`config.mk`:
```
export PLATFORM = sky130hd
export DESIGN_NAME = pcitgt_top
export DESIGN_NICKNAME = d
export VERILOG_FILES = /design/src/inc/pcitgt_pkg.sv /design/src/inc/pcitgt_cfg_if.sv /design/src/hw/pcitgt_parity.sv /design/src/hw/pcitgt_cfg.sv /design/src/hw/pcitgt_top.sv
export VERILOG_INCLUDE_DIRS = /design/src /design/src/inc
export SDC_FILE = /design/constraint.sdc
export NUM_CORES = 1
export LEC_CHECK = 0
export BUFFER_PORTS_ARGS = -buffer_cell sky130_fd_sc_hd__buf_4
export CORE_ASPECT_RATIO = 0.9
export CORE_MARGIN = 3
export CORE_UTILIZATION = 33
export DETAILED_ROUTE_END_ITERATION = 10
export SETUP_SLACK_MARGIN = 0.4
export SLEW_MARGIN = 30
export SYNTH_ARGS = -nofsm -noshare
export SYNTH_HDL_FRONTEND = slang
export SYNTH_HIERARCHICAL = 1
export SYNTH_SLANG_ARGS = --single-unit
```
`constraint.sdc`:
```
create_clock -name clock -period 9.3 [get_ports clock]
set_input_delay 2.79 -clock clock [delete_from_list [all_inputs] [get_ports clock]]
set_output_delay 2.79 -clock clock [all_outputs]
set_load 0.02 [all_outputs]
```
`src/inc/pcitgt_defines.svh`:
```
// constants of the bus target: commands, config offsets, fields, resets
`ifndef PCITGT_DEFINES_SVH
`define PCITGT_DEFINES_SVH
// ==================================================================
// bus commands, active high encoding as sampled on the c/be lines
`define PT_CMD_SPECIAL 4'h1
`define PT_CMD_IO_READ 4'h2
`define PT_CMD_IO_WRITE 4'h3
`define PT_CMD_CFG_READ 4'hA
`define PT_CMD_CFG_WRITE 4'hB
// ==================================================================
// configuration dword indices
`define PT_CFG_ID 6'h00
`define PT_CFG_CMDSTAT 6'h01
`define PT_CFG_BAR0 6'h04
// ==================================================================
// command and status fields
`define PT_CMD_IO_EN_BIT 0
`define PT_CMD_PERR_RESP_BIT 6
`define PT_CMD_SERR_EN_BIT 8
`define PT_STAT_SERR_SIG_BIT 30
`define PT_STAT_PERR_DET_BIT 31
// ==================================================================
// reset values
`define PT_CMD_RESET 16'h0000
`define PT_BAR_RESET 32'h0000_0000
`endif

```
`src/inc/pcitgt_pkg.sv`:
```
// types shared by the bus target modules
package pcitgt_pkg;
   typedef enum logic [2:0] {
      PT_IDLE = 3'b000,
      PT_DECODE = 3'b001,
      PT_DATA = 3'b010,
      PT_XFER = 3'b011,
      PT_TURN = 3'b100,
      PT_IGNORE = 3'b101
   } pcitgt_state_type;
endpackage

```
`src/inc/pcitgt_cfg_if.sv`:
```
// carrier between the bus engine and the configuration space
`timescale 1ns/10ps
`default_nettype none
interface pcitgt_cfg_if;
   logic wr;
   logic [5:0] idx;
   logic [31:0] wdata;
   logic [3:0] be_n;
   logic [31:0] rdata;
   logic perr_evt;
   logic serr_evt;
   logic io_en;
   logic perr_resp;
   logic serr_en;
   logic [31:0] bar;
   modport engine (output wr, idx, wdata, be_n, perr_evt, serr_evt,
      input rdata, io_en, perr_resp, serr_en, bar);
   modport cfg (input wr, idx, wdata, be_n, perr_evt, serr_evt,
      output rdata, io_en, perr_resp, serr_en, bar);
endinterface
`default_nettype wire

```
`src/hw/pcitgt_parity.sv`:
```
// even parity over address/data and command/byte-enable lines
`timescale 1ns/10ps
`default_nettype none
module pcitgt_parity (
   input wire logic [31:0] word,
   input wire logic [3:0] cbe,
   output logic par
);
   // even parity: the 37 lines together hold an even number of ones
   assign par = ^{word, cbe};
endmodule
`default_nettype wire

```
`src/hw/pcitgt_cfg.sv`:
```
// configuration space: identity, command/status, one i/o window
`timescale 1ns/10ps
`default_nettype none
`include "pcitgt_defines.svh"
module pcitgt_cfg #(
   parameter logic [15:0] VENDOR_CODE = 16'h0F0F, // arbitrary value
   parameter logic [15:0] DEVICE_CODE = 16'h0001, // arbitrary value
   parameter int IO_BITS = 5
) (
   input wire logic clock,
   input wire logic srst,
   pcitgt_cfg_if.cfg cfg
);
   logic [15:0] cmd_reg;
   logic [31:0] bar_reg;
   logic perr_det_reg;
   logic serr_sig_reg;
   logic cmd_hit;
   logic bar_hit;
   assign cmd_hit = cfg.wr && cfg.idx == `PT_CFG_CMDSTAT;
   assign bar_hit = cfg.wr && cfg.idx == `PT_CFG_BAR0;
   // ==================================================================
   // byte-wise writes
   genvar b;
   generate
      for (b = 0; b < 4; b++) begin : g_lane
         always_ff @(posedge clock) begin
            if (srst) begin
               bar_reg[8*b+7 -: 8] <= 8'(`PT_BAR_RESET >> (8*b));
            end else if (bar_hit && !cfg.be_n[b]) begin
               bar_reg[8*b+7 -: 8] <= cfg.wdata[8*b+7 -: 8];
            end
         end
         if (b < 2) begin : g_cmd
            always_ff @(posedge clock) begin
               if (srst) begin
                  cmd_reg[8*b+7 -: 8] <= 8'(`PT_CMD_RESET >> (8*b));
               end else if (cmd_hit && !cfg.be_n[b]) begin
                  cmd_reg[8*b+7 -: 8] <= cfg.wdata[8*b+7 -: 8];
               end
            end
         end
      end
   endgenerate
   // ==================================================================
   // sticky error status, write one to clear; a new event beats the clear
   always_ff @(posedge clock) begin
      if (srst) begin
         perr_det_reg <= 1'b0;
         serr_sig_reg <= 1'b0;
      end else begin
         if (cfg.perr_evt) begin
            perr_det_reg <= 1'b1;
         end else if (cmd_hit && !cfg.be_n[3] &&
               cfg.wdata[`PT_STAT_PERR_DET_BIT]) begin
            perr_det_reg <= 1'b0;
         end
         if (cfg.serr_evt) begin
            serr_sig_reg <= 1'b1;
         end else if (cmd_hit && !cfg.be_n[3] &&
               cfg.wdata[`PT_STAT_SERR_SIG_BIT]) begin
            serr_sig_reg <= 1'b0;
         end
      end
   end
   // ==================================================================
   // read side
   always_comb begin
      cfg.rdata = 32'h0000_0000;
      unique case (cfg.idx)
         `PT_CFG_ID: cfg.rdata = {DEVICE_CODE, VENDOR_CODE};
         `PT_CFG_CMDSTAT: begin
            cfg.rdata[15:0] = cmd_reg;
            cfg.rdata[`PT_STAT_PERR_DET_BIT] = perr_det_reg;
            cfg.rdata[`PT_STAT_SERR_SIG_BIT] = serr_sig_reg;
         end
         `PT_CFG_BAR0: cfg.rdata = cfg.bar;
         default: cfg.rdata = 32'h0000_0000;
      endcase
   end
   // low bits read zero, bit 0 marks an i/o window
   assign cfg.bar = {bar_reg[31:IO_BITS], {(IO_BITS-1){1'b0}}, 1'b1};
   assign cfg.io_en = cmd_reg[`PT_CMD_IO_EN_BIT];
   assign cfg.perr_resp = cmd_reg[`PT_CMD_PERR_RESP_BIT];
   assign cfg.serr_en = cmd_reg[`PT_CMD_SERR_EN_BIT];
endmodule
`default_nettype wire

```
`src/hw/pcitgt_top.sv`:
```
// bus target engine: decode, handshake, data transfer, parity report
`timescale 1ns/10ps
`default_nettype none
`include "pcitgt_defines.svh"
// Contract
// reset puts every register, the sequencer and every output in a known state.
// during reset the address/data lines and the system error pin are not driven.
// a transaction is one address phase carrying the address, then data phases.
// write data is taken only in a clock where initiator and target ready are both low.
// the initiator holds frame low from the start for as long as data is to move.
// the initiator asserts its ready only with valid write data or room for read data.
// target ready is asserted only when the device can complete the data phase.
// stop is asserted when the device wants the initiator to end on this data phase.
// lock marks an atomic operation driven by the initiator and watched by the device.
// configuration cycles are claimed only while the id select input is high.
// device select is driven low after an own address decode and floats otherwise.
// the parity error pin reports data parity errors.
// parity error is held low at least one clock and never for special cycles.
// system error is pulled low on an address parity error.
// parity is even over 36 lines, one clock after address or the ready that moves data.
// the c/be lines carry the command in the address phase, byte enables after it.
// the target pins are driven high one clock before they are released.
module pcitgt_top #(
   parameter int IO_BITS = 5
) (
   input wire logic clock,
   input wire logic srst,
   input wire logic [31:0] ad_in,
   output logic [31:0] ad_out,
   output logic ad_oe,
   input wire logic [3:0] cbe_n,
   input wire logic par_in,
   output logic par_out,
   output logic par_oe,
   input wire logic frame_n,
   input wire logic irdy_n,
   input wire logic lock_n,
   input wire logic idsel,
   output logic trdy_n,
   output logic trdy_oe,
   output logic stop_n,
   output logic stop_oe,
   output logic devsel_n,
   output logic devsel_oe,
   output logic perr_n,
   output logic perr_oe,
   output logic system_error_out_n,
   output logic system_error_oe,
   output logic io_rd,
   output logic io_wr,
   output logic [IO_BITS-1:0] io_addr,
   output logic [31:0] io_wdata,
   output logic [3:0] io_be_n,
   input wire logic [31:0] io_rdata,
   output logic atomic_active
);
   pcitgt_pkg::pcitgt_state_type state_reg;
   logic frame_prev_reg;
   logic [31:0] addr_reg;
   logic [3:0] cmd_reg;
   logic idsel_reg;
   logic is_cfg_reg;
   logic is_read_reg;
   logic [31:0] wdata_reg;
   logic [3:0] wbe_reg;
   logic wchk_reg;
   logic [1:0] perr_phase_reg;
   logic hit;
   logic is_cfg;
   logic addr_start;
   logic xfer;
   logic chk_par;
   logic gen_par;
   logic addr_perr;
   logic data_perr;
   pcitgt_cfg_if cfg_bus ();
   // ==================================================================
   // decode helpers
   function automatic logic cmd_is_cfg(input logic [3:0] c);
      return c == `PT_CMD_CFG_READ || c == `PT_CMD_CFG_WRITE;
   endfunction
   function automatic logic cmd_is_io(input logic [3:0] c);
      return c == `PT_CMD_IO_READ || c == `PT_CMD_IO_WRITE;
   endfunction
   // a falling frame in idle is the address phase
   assign addr_start = state_reg == pcitgt_pkg::PT_IDLE && !frame_n &&
      frame_prev_reg;
   assign is_cfg = cmd_is_cfg(cmd_reg) && idsel_reg;
   assign hit = is_cfg || (cmd_is_io(cmd_reg) && cfg_bus.io_en &&
      addr_reg[31:IO_BITS] == cfg_bus.bar[31:IO_BITS]);
   // data moves only when both ready lines are low at the edge
   assign xfer = state_reg == pcitgt_pkg::PT_XFER && !irdy_n &&
      !trdy_n;
   // ==================================================================
   // parity: one checker shared by address and write data, one generator
   pcitgt_parity u_chk (
      .word(state_reg == pcitgt_pkg::PT_DECODE ? addr_reg : wdata_reg),
      .cbe(state_reg == pcitgt_pkg::PT_DECODE ? cmd_reg : wbe_reg),
      .par(chk_par)
   );
   pcitgt_parity u_gen (
      .word(ad_out),
      .cbe(cbe_n),
      .par(gen_par)
   );
   // special cycles carry no data parity report
   assign addr_perr = state_reg == pcitgt_pkg::PT_DECODE &&
      chk_par != par_in;
   assign data_perr = wchk_reg && chk_par != par_in &&
      cmd_reg != `PT_CMD_SPECIAL;
   pcitgt_cfg #(
      .IO_BITS(IO_BITS)
   ) u_cfg (
      .clock(clock),
      .srst(srst),
      .cfg(cfg_bus)
   );
   // ==================================================================
   // address phase capture
   always_ff @(posedge clock) begin
      if (srst) begin
         frame_prev_reg <= 1'b1;
         addr_reg <= 32'h0000_0000;
         cmd_reg <= 4'h0;
         idsel_reg <= 1'b0;
      end else begin
         frame_prev_reg <= frame_n;
         if (addr_start) begin
            addr_reg <= ad_in;
            cmd_reg <= cbe_n;
            idsel_reg <= idsel;
         end
      end
   end
   // ==================================================================
   // sequencer
   always_ff @(posedge clock) begin
      if (srst) begin
         state_reg <= pcitgt_pkg::PT_IDLE;
         is_cfg_reg <= 1'b0;
         is_read_reg <= 1'b0;
      end else begin
         unique case (state_reg)
            pcitgt_pkg::PT_IDLE: begin
               if (addr_start) begin
                  state_reg <= pcitgt_pkg::PT_DECODE;
               end
            end
            pcitgt_pkg::PT_DECODE: begin
               is_cfg_reg <= is_cfg;
               is_read_reg <= !cmd_reg[0];
               state_reg <= hit ? pcitgt_pkg::PT_DATA :
                  pcitgt_pkg::PT_IGNORE;
            end
            pcitgt_pkg::PT_DATA: state_reg <= pcitgt_pkg::PT_XFER;
            pcitgt_pkg::PT_XFER: begin
               // a vanished initiator also ends the claim
               if (xfer || (frame_n && irdy_n)) begin
                  state_reg <= pcitgt_pkg::PT_TURN;
               end
            end
            pcitgt_pkg::PT_TURN: state_reg <= pcitgt_pkg::PT_IDLE;
            pcitgt_pkg::PT_IGNORE: begin
               if (frame_n && irdy_n) begin
                  state_reg <= pcitgt_pkg::PT_IDLE;
               end
            end
            default: state_reg <= pcitgt_pkg::PT_IDLE;
         endcase
      end
   end
   // ==================================================================
   // target handshake pins
   always_ff @(posedge clock) begin
      if (srst) begin
         devsel_n <= 1'b1;
         devsel_oe <= 1'b0;
         trdy_n <= 1'b1;
         trdy_oe <= 1'b0;
         stop_n <= 1'b1;
         stop_oe <= 1'b0;
      end else if (state_reg == pcitgt_pkg::PT_DECODE && hit) begin
         devsel_n <= 1'b0;
         devsel_oe <= 1'b1;
         trdy_n <= 1'b1;
         trdy_oe <= 1'b1;
         stop_n <= 1'b1;
         stop_oe <= 1'b1;
      end else if (state_reg == pcitgt_pkg::PT_DATA) begin
         // read data is loaded at this edge, so ready is honest
         trdy_n <= 1'b0;
         // single dword per claim: disconnect with data
         stop_n <= 1'b0;
      end else if (state_reg == pcitgt_pkg::PT_XFER &&
            (xfer || (frame_n && irdy_n))) begin
         devsel_n <= 1'b1;
         trdy_n <= 1'b1;
         stop_n <= 1'b1;
      end else if (state_reg == pcitgt_pkg::PT_TURN) begin
         devsel_oe <= 1'b0;
         trdy_oe <= 1'b0;
         stop_oe <= 1'b0;
      end
   end
   // ==================================================================
   // address/data drive and read parity
   always_ff @(posedge clock) begin
      if (srst) begin
         ad_out <= 32'h0000_0000;
         ad_oe <= 1'b0;
         par_out <= 1'b0;
         par_oe <= 1'b0;
      end else begin
         if (state_reg == pcitgt_pkg::PT_DECODE) begin
            ad_oe <= hit && !cmd_reg[0];
            ad_out <= 32'h0000_0000;
         end else if (state_reg == pcitgt_pkg::PT_DATA && is_read_reg) begin
            ad_out <= is_cfg_reg ? cfg_bus.rdata : io_rdata;
         end else if (state_reg == pcitgt_pkg::PT_XFER && xfer) begin
            ad_oe <= 1'b0;
         end else if (state_reg == pcitgt_pkg::PT_XFER && frame_n &&
               irdy_n) begin
            ad_oe <= 1'b0;
         end
         // parity follows the lines it covers by one clock
         par_out <= gen_par;
         par_oe <= ad_oe;
      end
   end
   // ==================================================================
   // write capture and back-end strobes
   assign cfg_bus.wr = xfer && is_cfg_reg && !is_read_reg;
   assign cfg_bus.idx = addr_reg[7:2];
   assign cfg_bus.wdata = ad_in;
   assign cfg_bus.be_n = cbe_n;
   assign cfg_bus.perr_evt = data_perr || addr_perr;
   assign cfg_bus.serr_evt = addr_perr && cfg_bus.serr_en &&
      cfg_bus.perr_resp;
   always_ff @(posedge clock) begin
      if (srst) begin
         io_rd <= 1'b0;
         io_wr <= 1'b0;
         io_addr <= '0;
         io_wdata <= 32'h0000_0000;
         io_be_n <= 4'hF;
         wdata_reg <= 32'h0000_0000;
         wbe_reg <= 4'hF;
         wchk_reg <= 1'b0;
      end else begin
         // read strobe one clock before the data is sampled
         io_rd <= state_reg == pcitgt_pkg::PT_DECODE && hit && !is_cfg &&
            !cmd_reg[0];
         io_wr <= xfer && !is_cfg_reg && !is_read_reg;
         wchk_reg <= xfer && !is_read_reg;
         if (state_reg == pcitgt_pkg::PT_DECODE) begin
            io_addr <= addr_reg[IO_BITS-1:0];
         end
         if (xfer) begin
            io_wdata <= ad_in;
            io_be_n <= cbe_n;
            wdata_reg <= ad_in;
            wbe_reg <= cbe_n;
         end
      end
   end
   // ==================================================================
   // error pins; parity error is driven high for one clock before release, system error is not
   always_ff @(posedge clock) begin
      if (srst) begin
         perr_phase_reg <= 2'd0;
         perr_n <= 1'b1;
         perr_oe <= 1'b0;
      end else if (data_perr && cfg_bus.perr_resp) begin
         perr_phase_reg <= 2'd2;
         perr_n <= 1'b0;
         perr_oe <= 1'b1;
      end else if (perr_phase_reg == 2'd2) begin
         perr_phase_reg <= 2'd1;
         perr_n <= 1'b1;
      end else if (perr_phase_reg == 2'd1) begin
         perr_phase_reg <= 2'd0;
         perr_oe <= 1'b0;
      end
   end
   always_ff @(posedge clock) begin
      if (srst) begin
         system_error_out_n <= 1'b0;
         system_error_oe <= 1'b0;
      end else begin
         // open drain: the level never changes, only the enable
         system_error_oe <= cfg_bus.serr_evt;
      end
   end
   // ==================================================================
   // lock is only watched: exported while held during an own claim
   always_ff @(posedge clock) begin
      if (srst) begin
         atomic_active <= 1'b0;
      end else if (state_reg == pcitgt_pkg::PT_DECODE) begin
         atomic_active <= hit && !lock_n;
      end else if (lock_n && frame_n) begin
         atomic_active <= 1'b0;
      end
   end
endmodule
`default_nettype wire

```
# --- After elaboration in Yosys (flattened, before gate mapping) ---
# Index checks and enable logic that the tools add are counted.
totals:
  out_inout_bits: 89
  reg_bits: 181
classes:
  n_reduce_logical: 81
  eq_ne: 23
  mux: 37
ops:
  columns: ["op", "count"]
  rows:
  - ["XOR reduction 36 bit", 2]
  - ["2-to-1 mux 32 bit", 2]
  - ["one-hot mux 16 bit (3 select lines)", 1]
  - ["logical AND 1 bit", 41]
  - ["one-hot mux 14 bit (2 select lines)", 1]
  - ["equality test 27 bit", 1]
  - ["2-to-1 mux 1 bit", 23]
  - ["nonzero test 2 bit", 9]
  - ["one-hot mux 3 bit (5 select lines)", 1]
  - ["zero test 1 bit", 12]
  - ["2-to-1 mux 3 bit", 4]
  - ["equality test 4 x 2 -> 1 bit, second input constant", 2]
  - ["equality test 4 bit, second input constant", 2]
  - ["inequality test 2 bit, second input constant", 4]
  - ["equality test 3 x 2 -> 1 bit, second input constant", 2]
  - ["equality test 3 bit, second input constant", 2]
  - ["equality test 6 x 1 -> 1 bit, second input constant", 1]
  - ["equality test 6 x 3 -> 1 bit, second input constant", 1]
  - ["zero test 6 bit", 1]
  - ["2-to-1 mux 2 bit", 3]
  - ["inequality test 2 x 1 -> 1 bit, second input constant", 3]
  - ["AND reduction 2 bit", 3]
  - ["AND reduction 3 bit", 2]
  - ["nonzero test 3 bit", 2]
  - ["10 further kinds", 16]

# --- Depth between registers and ports, before layout ---
depth:
  depth_word: 10
  ltp_mapped: 17
  ltp_nobuf: 13

# --- Modules after synthesis ---
# The synthesis kept the hierarchy.
modules_own_cells:
  columns: ["mod", "area_each_um2", "instances", "seq_area_each_um2", "cells_per_inst"]
  rows:
  - ["pcitgt_top", 5823.1, 1, 2622.5, 749]
  - ["pcitgt_cfg", 2358.5, 1, 900.9, 247]
  - ["pcitgt_parity", 311.5, 2, 0.0, 34]

# --- Least setup slack after synthesis ---
# OpenSTA, ideal clock, no wires.
synth_path:
  path_type: "input to register"
  from: "input port irdy_n"
  to: "register u_cfg.cmd_reg[6], in the netlist u_cfg/cfg.perr_resp"
  cell_stages: 7
  t_arrival_ns: 4.915
  slack_ns: 4.263
  n_path_buf: 1
  t_required_ns: 9.178
  cell_sequence: "or2_2 or2_1 clkbuf_1 nor3b_1 nor4bb_1 nand2_1 mux2i_1"
synth_between:
  elab_chain_cells: 7
synth_lines:
  columns: ["item", "line_no", "source"]
  rows:
  - ["start: declaration", "pcitgt_top.sv:36", "input wire logic irdy_n,"]
  - ["zero test 1 bit", "pcitgt_top.sv:92", "assign xfer = state_reg == pcitgt_pkg::PT_XFER && !irdy_n &&"]
  - ["logical AND 1 bit (2 in a row)", "pcitgt_top.sv:92", null]
  - ["logical AND 1 bit (2 in a row)", "pcitgt_top.sv:232", "assign cfg_bus.wr = xfer && is_cfg_reg && !is_read_reg;"]
  - ["named net cfg_bus.wr", "pcitgt_cfg_if.sv:5", "logic wr;"]
  - ["logical AND 1 bit (no line)", null, null]
  - ["logical AND 1 bit", "pcitgt_cfg.sv:38", "end else if (cmd_hit && !cfg.be_n[b]) begin"]
  - ["end signal: indexed assignment", "pcitgt_cfg.sv:37", "cmd_reg[8*b+7 -: 8] <= 8'(`PT_CMD_RESET >> (8*b));"]
  - ["end signal: indexed assignment", "pcitgt_cfg.sv:39", "cmd_reg[8*b+7 -: 8] <= cfg.wdata[8*b+7 -: 8];"]
  - ["end: declaration", "pcitgt_cfg.sv:14", "logic [15:0] cmd_reg;"]
# The timed path passes the listed nets, and every way through them passes these cells.
# A chain may end at the register's enable or synchronous reset.

# --- Final worst setup path ---
# Same ends and word-level chain as after synthesis.

==> impl_metrics.py <==
metrics = {
    "status": {
        "status": "completed",
    },
    "critical_path": {
        "required_ns": 9.62,
        "rrSetupSlack_ns": 5.34,
        "critPathLaunchType": "input pin",
        "crit_fanout": 39,
        "r2r-start": "state_reg[1]$_SDFFE_PP0P_",
        "end_kind": "flip-flop",
        "timing.rr.end": "perr_n$_SDFFE_PP1P_",
        "cp.arrival_ns": 5.57,
        "criticalPathCategory": "input pin to flip-flop",
        "reg2reg_depth": 13,
        "critPathLaunch": "irdy_n",
        "crit_path_end": "u_cfg/cfg.perr_resp$_SDFFE_PP0P_",
    },
    "clocking": {
        "clk_pin_slew_ns": 0.07,
        "cts_setup_buffers": 0,
        "htree_levels": 4,
        "insertion_delay_ns": 0.44,
        "cts_made_buffers": 17,
        "cts_sinks": 176,
        "hold_buffers": 0,
        "clockBufferDepth": 2,
        "cts_tree": "done",
        "cts_resized": 0,
        "cts_root_buffer": "clkbuf_16",
    },
    "floorplanning": {
        "ios": 164,
        "core_mm2": 0.0256,
        "die_x_um": 178,
        "start_util_pct": 34.2,
        "dieHeight_um": 161,
        "die-area_mm2": 0.0285,
        "core.rowCount": 55,
    },
    "finish": {
        "synthToLayoutAreaGrowth_pct": 23.1,
        "final_nets": 1251,
        "final_area_mm2": 0.0108,
        "antenna_cells": 0,
        "drive_gt1_share_pct": 18.9,
        "fillCellCount": 2620,
        "final_cell_mix": "nand2_1, dfxtp_1, buf_4",
        "mostFrequentLayoutCell": "nand2_1",
    },
    "routing": {
        "drt_wl_total_mm": 26.7,
        "drt_iter0_markers": 693,
        "vias": 7391,
        "wl_per_cell_um": 17.5,
        "antenna_left": 0,
        "route.detailed.drc": 0,
        "via_per_inst": 4.83,
        "drtPass1Iterations": 5,
    },
    "sta": {
        "slew_headroom_pct": 36.2,
        "holdWs_ns": 0.457,
        "clock_skew_ns": 0.0118,
        "slew_violations": 0,
        "rsz0062_at_grt": "no",
        "setup_viol": 0,
        "fmax_mhz": 190,
        "setup_tns_ns": 0,
        "final-hold-violation-count": 0,
        "min_period_ns": 5.25,
        "setup_ws_ns": 4.05,
        "tightest_slew_ns": 0.949,
        "final_min_period_over_clock_period_pct": 56.5,
    },
    "global_routing": {
        "grt_max_degree": 97,
        "grt_pass1_vias": 6946,
        "antenna_found_initial": 0,
        "grt_pass1_wl_mm": 41.2,
        "grt_usage_pct": 18.5,
        "grt_overflow_total": 0,
    },
    "job": {
        "cap_viol_max_count": 0,
    },
    "synth": {
        "postSynthCellCount": 1057,
        "synth_fp_nets": 1134,
        "syn_avg_cell_area_um2": 8.29,
        "yosys_warnings": 6,
        "synthesis.area_mm2": 0.00876,
    },
    "placed_design": {
        "post-place-ws_ns": 3.59,
        "io_buffers": 162,
        "place_congestion": 0.827,
        "placed_area_mm2": 0.0102,
        "dpl.hpwl_mm": 19.4,
    },
    "worst_hold_path": {
        "whs_path_depth": 2,
        "hold_path_class": "flip-flop to flip-flop",
    },
    "power": {
        "vdd_drop_max_mv": 0.150,
        "powerDensity_mw_per_mm2": 167,
        "p_total_mw": 1.80,
        "p_leak_nw": 4.19,
    },
}
-- metrics by stage --
step	cells	utilization, %
2_1_floorplan	1057	-
3_3_place_gp	1497	39.8
3_5_place_dp	1497	39.8
4_1_cts	1529	42.1
5_1_grt	1529	42.1
6_report	1529	42.1
-- layout make-up --
class,count,area [um2],share of cell area (%)
clock buffers,17,425,3.95
multi-input cells,801,4910,45.6
inverters,5,18.8,0.174
clock inverters,15,174,1.61
repair buffers,173,1300,12.0
flip-flops and latches,176,3520,32.7
well taps,342,428,3.97
-- how the worst min path moves through the flow --
stage	startpoint	endpoint	slack (ns)
2_1_floorplan	idsel_reg$_SDFFE_PP0P_	idsel_reg$_SDFFE_PP0P_	0.43
3_3_place_gp	addr_reg[1]$_SDFFE_PP0P_	addr_reg[1]$_SDFFE_PP0P_	0.45
3_5_place_dp	idsel_reg$_SDFFE_PP0P_	idsel_reg$_SDFFE_PP0P_	0.45
4_1_cts	idsel_reg$_SDFFE_PP0P_	idsel_reg$_SDFFE_PP0P_	0.46
5_1_grt	addr_reg[1]$_SDFFE_PP0P_	addr_reg[1]$_SDFFE_PP0P_	0.48
6_report	idsel_reg$_SDFFE_PP0P_	idsel_reg$_SDFFE_PP0P_	0.46
-- critical path, stage by stage --
cell,delay (ns)
buf_4,0.12
or2_2,0.29
or2_1,0.21
buf_4,0.28
nor3b_1,0.62
nor4bb_1,0.79
nand2_1,0.27
mux2i_1,0.19
-- report_power, final --
part           internal, mW  switching [mW]  total, mW
sequential            0.771          0.0241      0.795
combinational         0.110           0.148      0.259
clock                 0.405           0.339      0.745
-- routing by layer --
metal / GRT usage, % / part of all wire, % / vias up
met5: 0 / 0 / -
met3: 3.95 / 6.7 / 15
met2: 24.6 / 40 / 222
met4: 4.50 / 1.0 / 0
li1: - / - / 3762
met1: 29.7 / 53 / 3392
(Power assumes the default switching activity.)
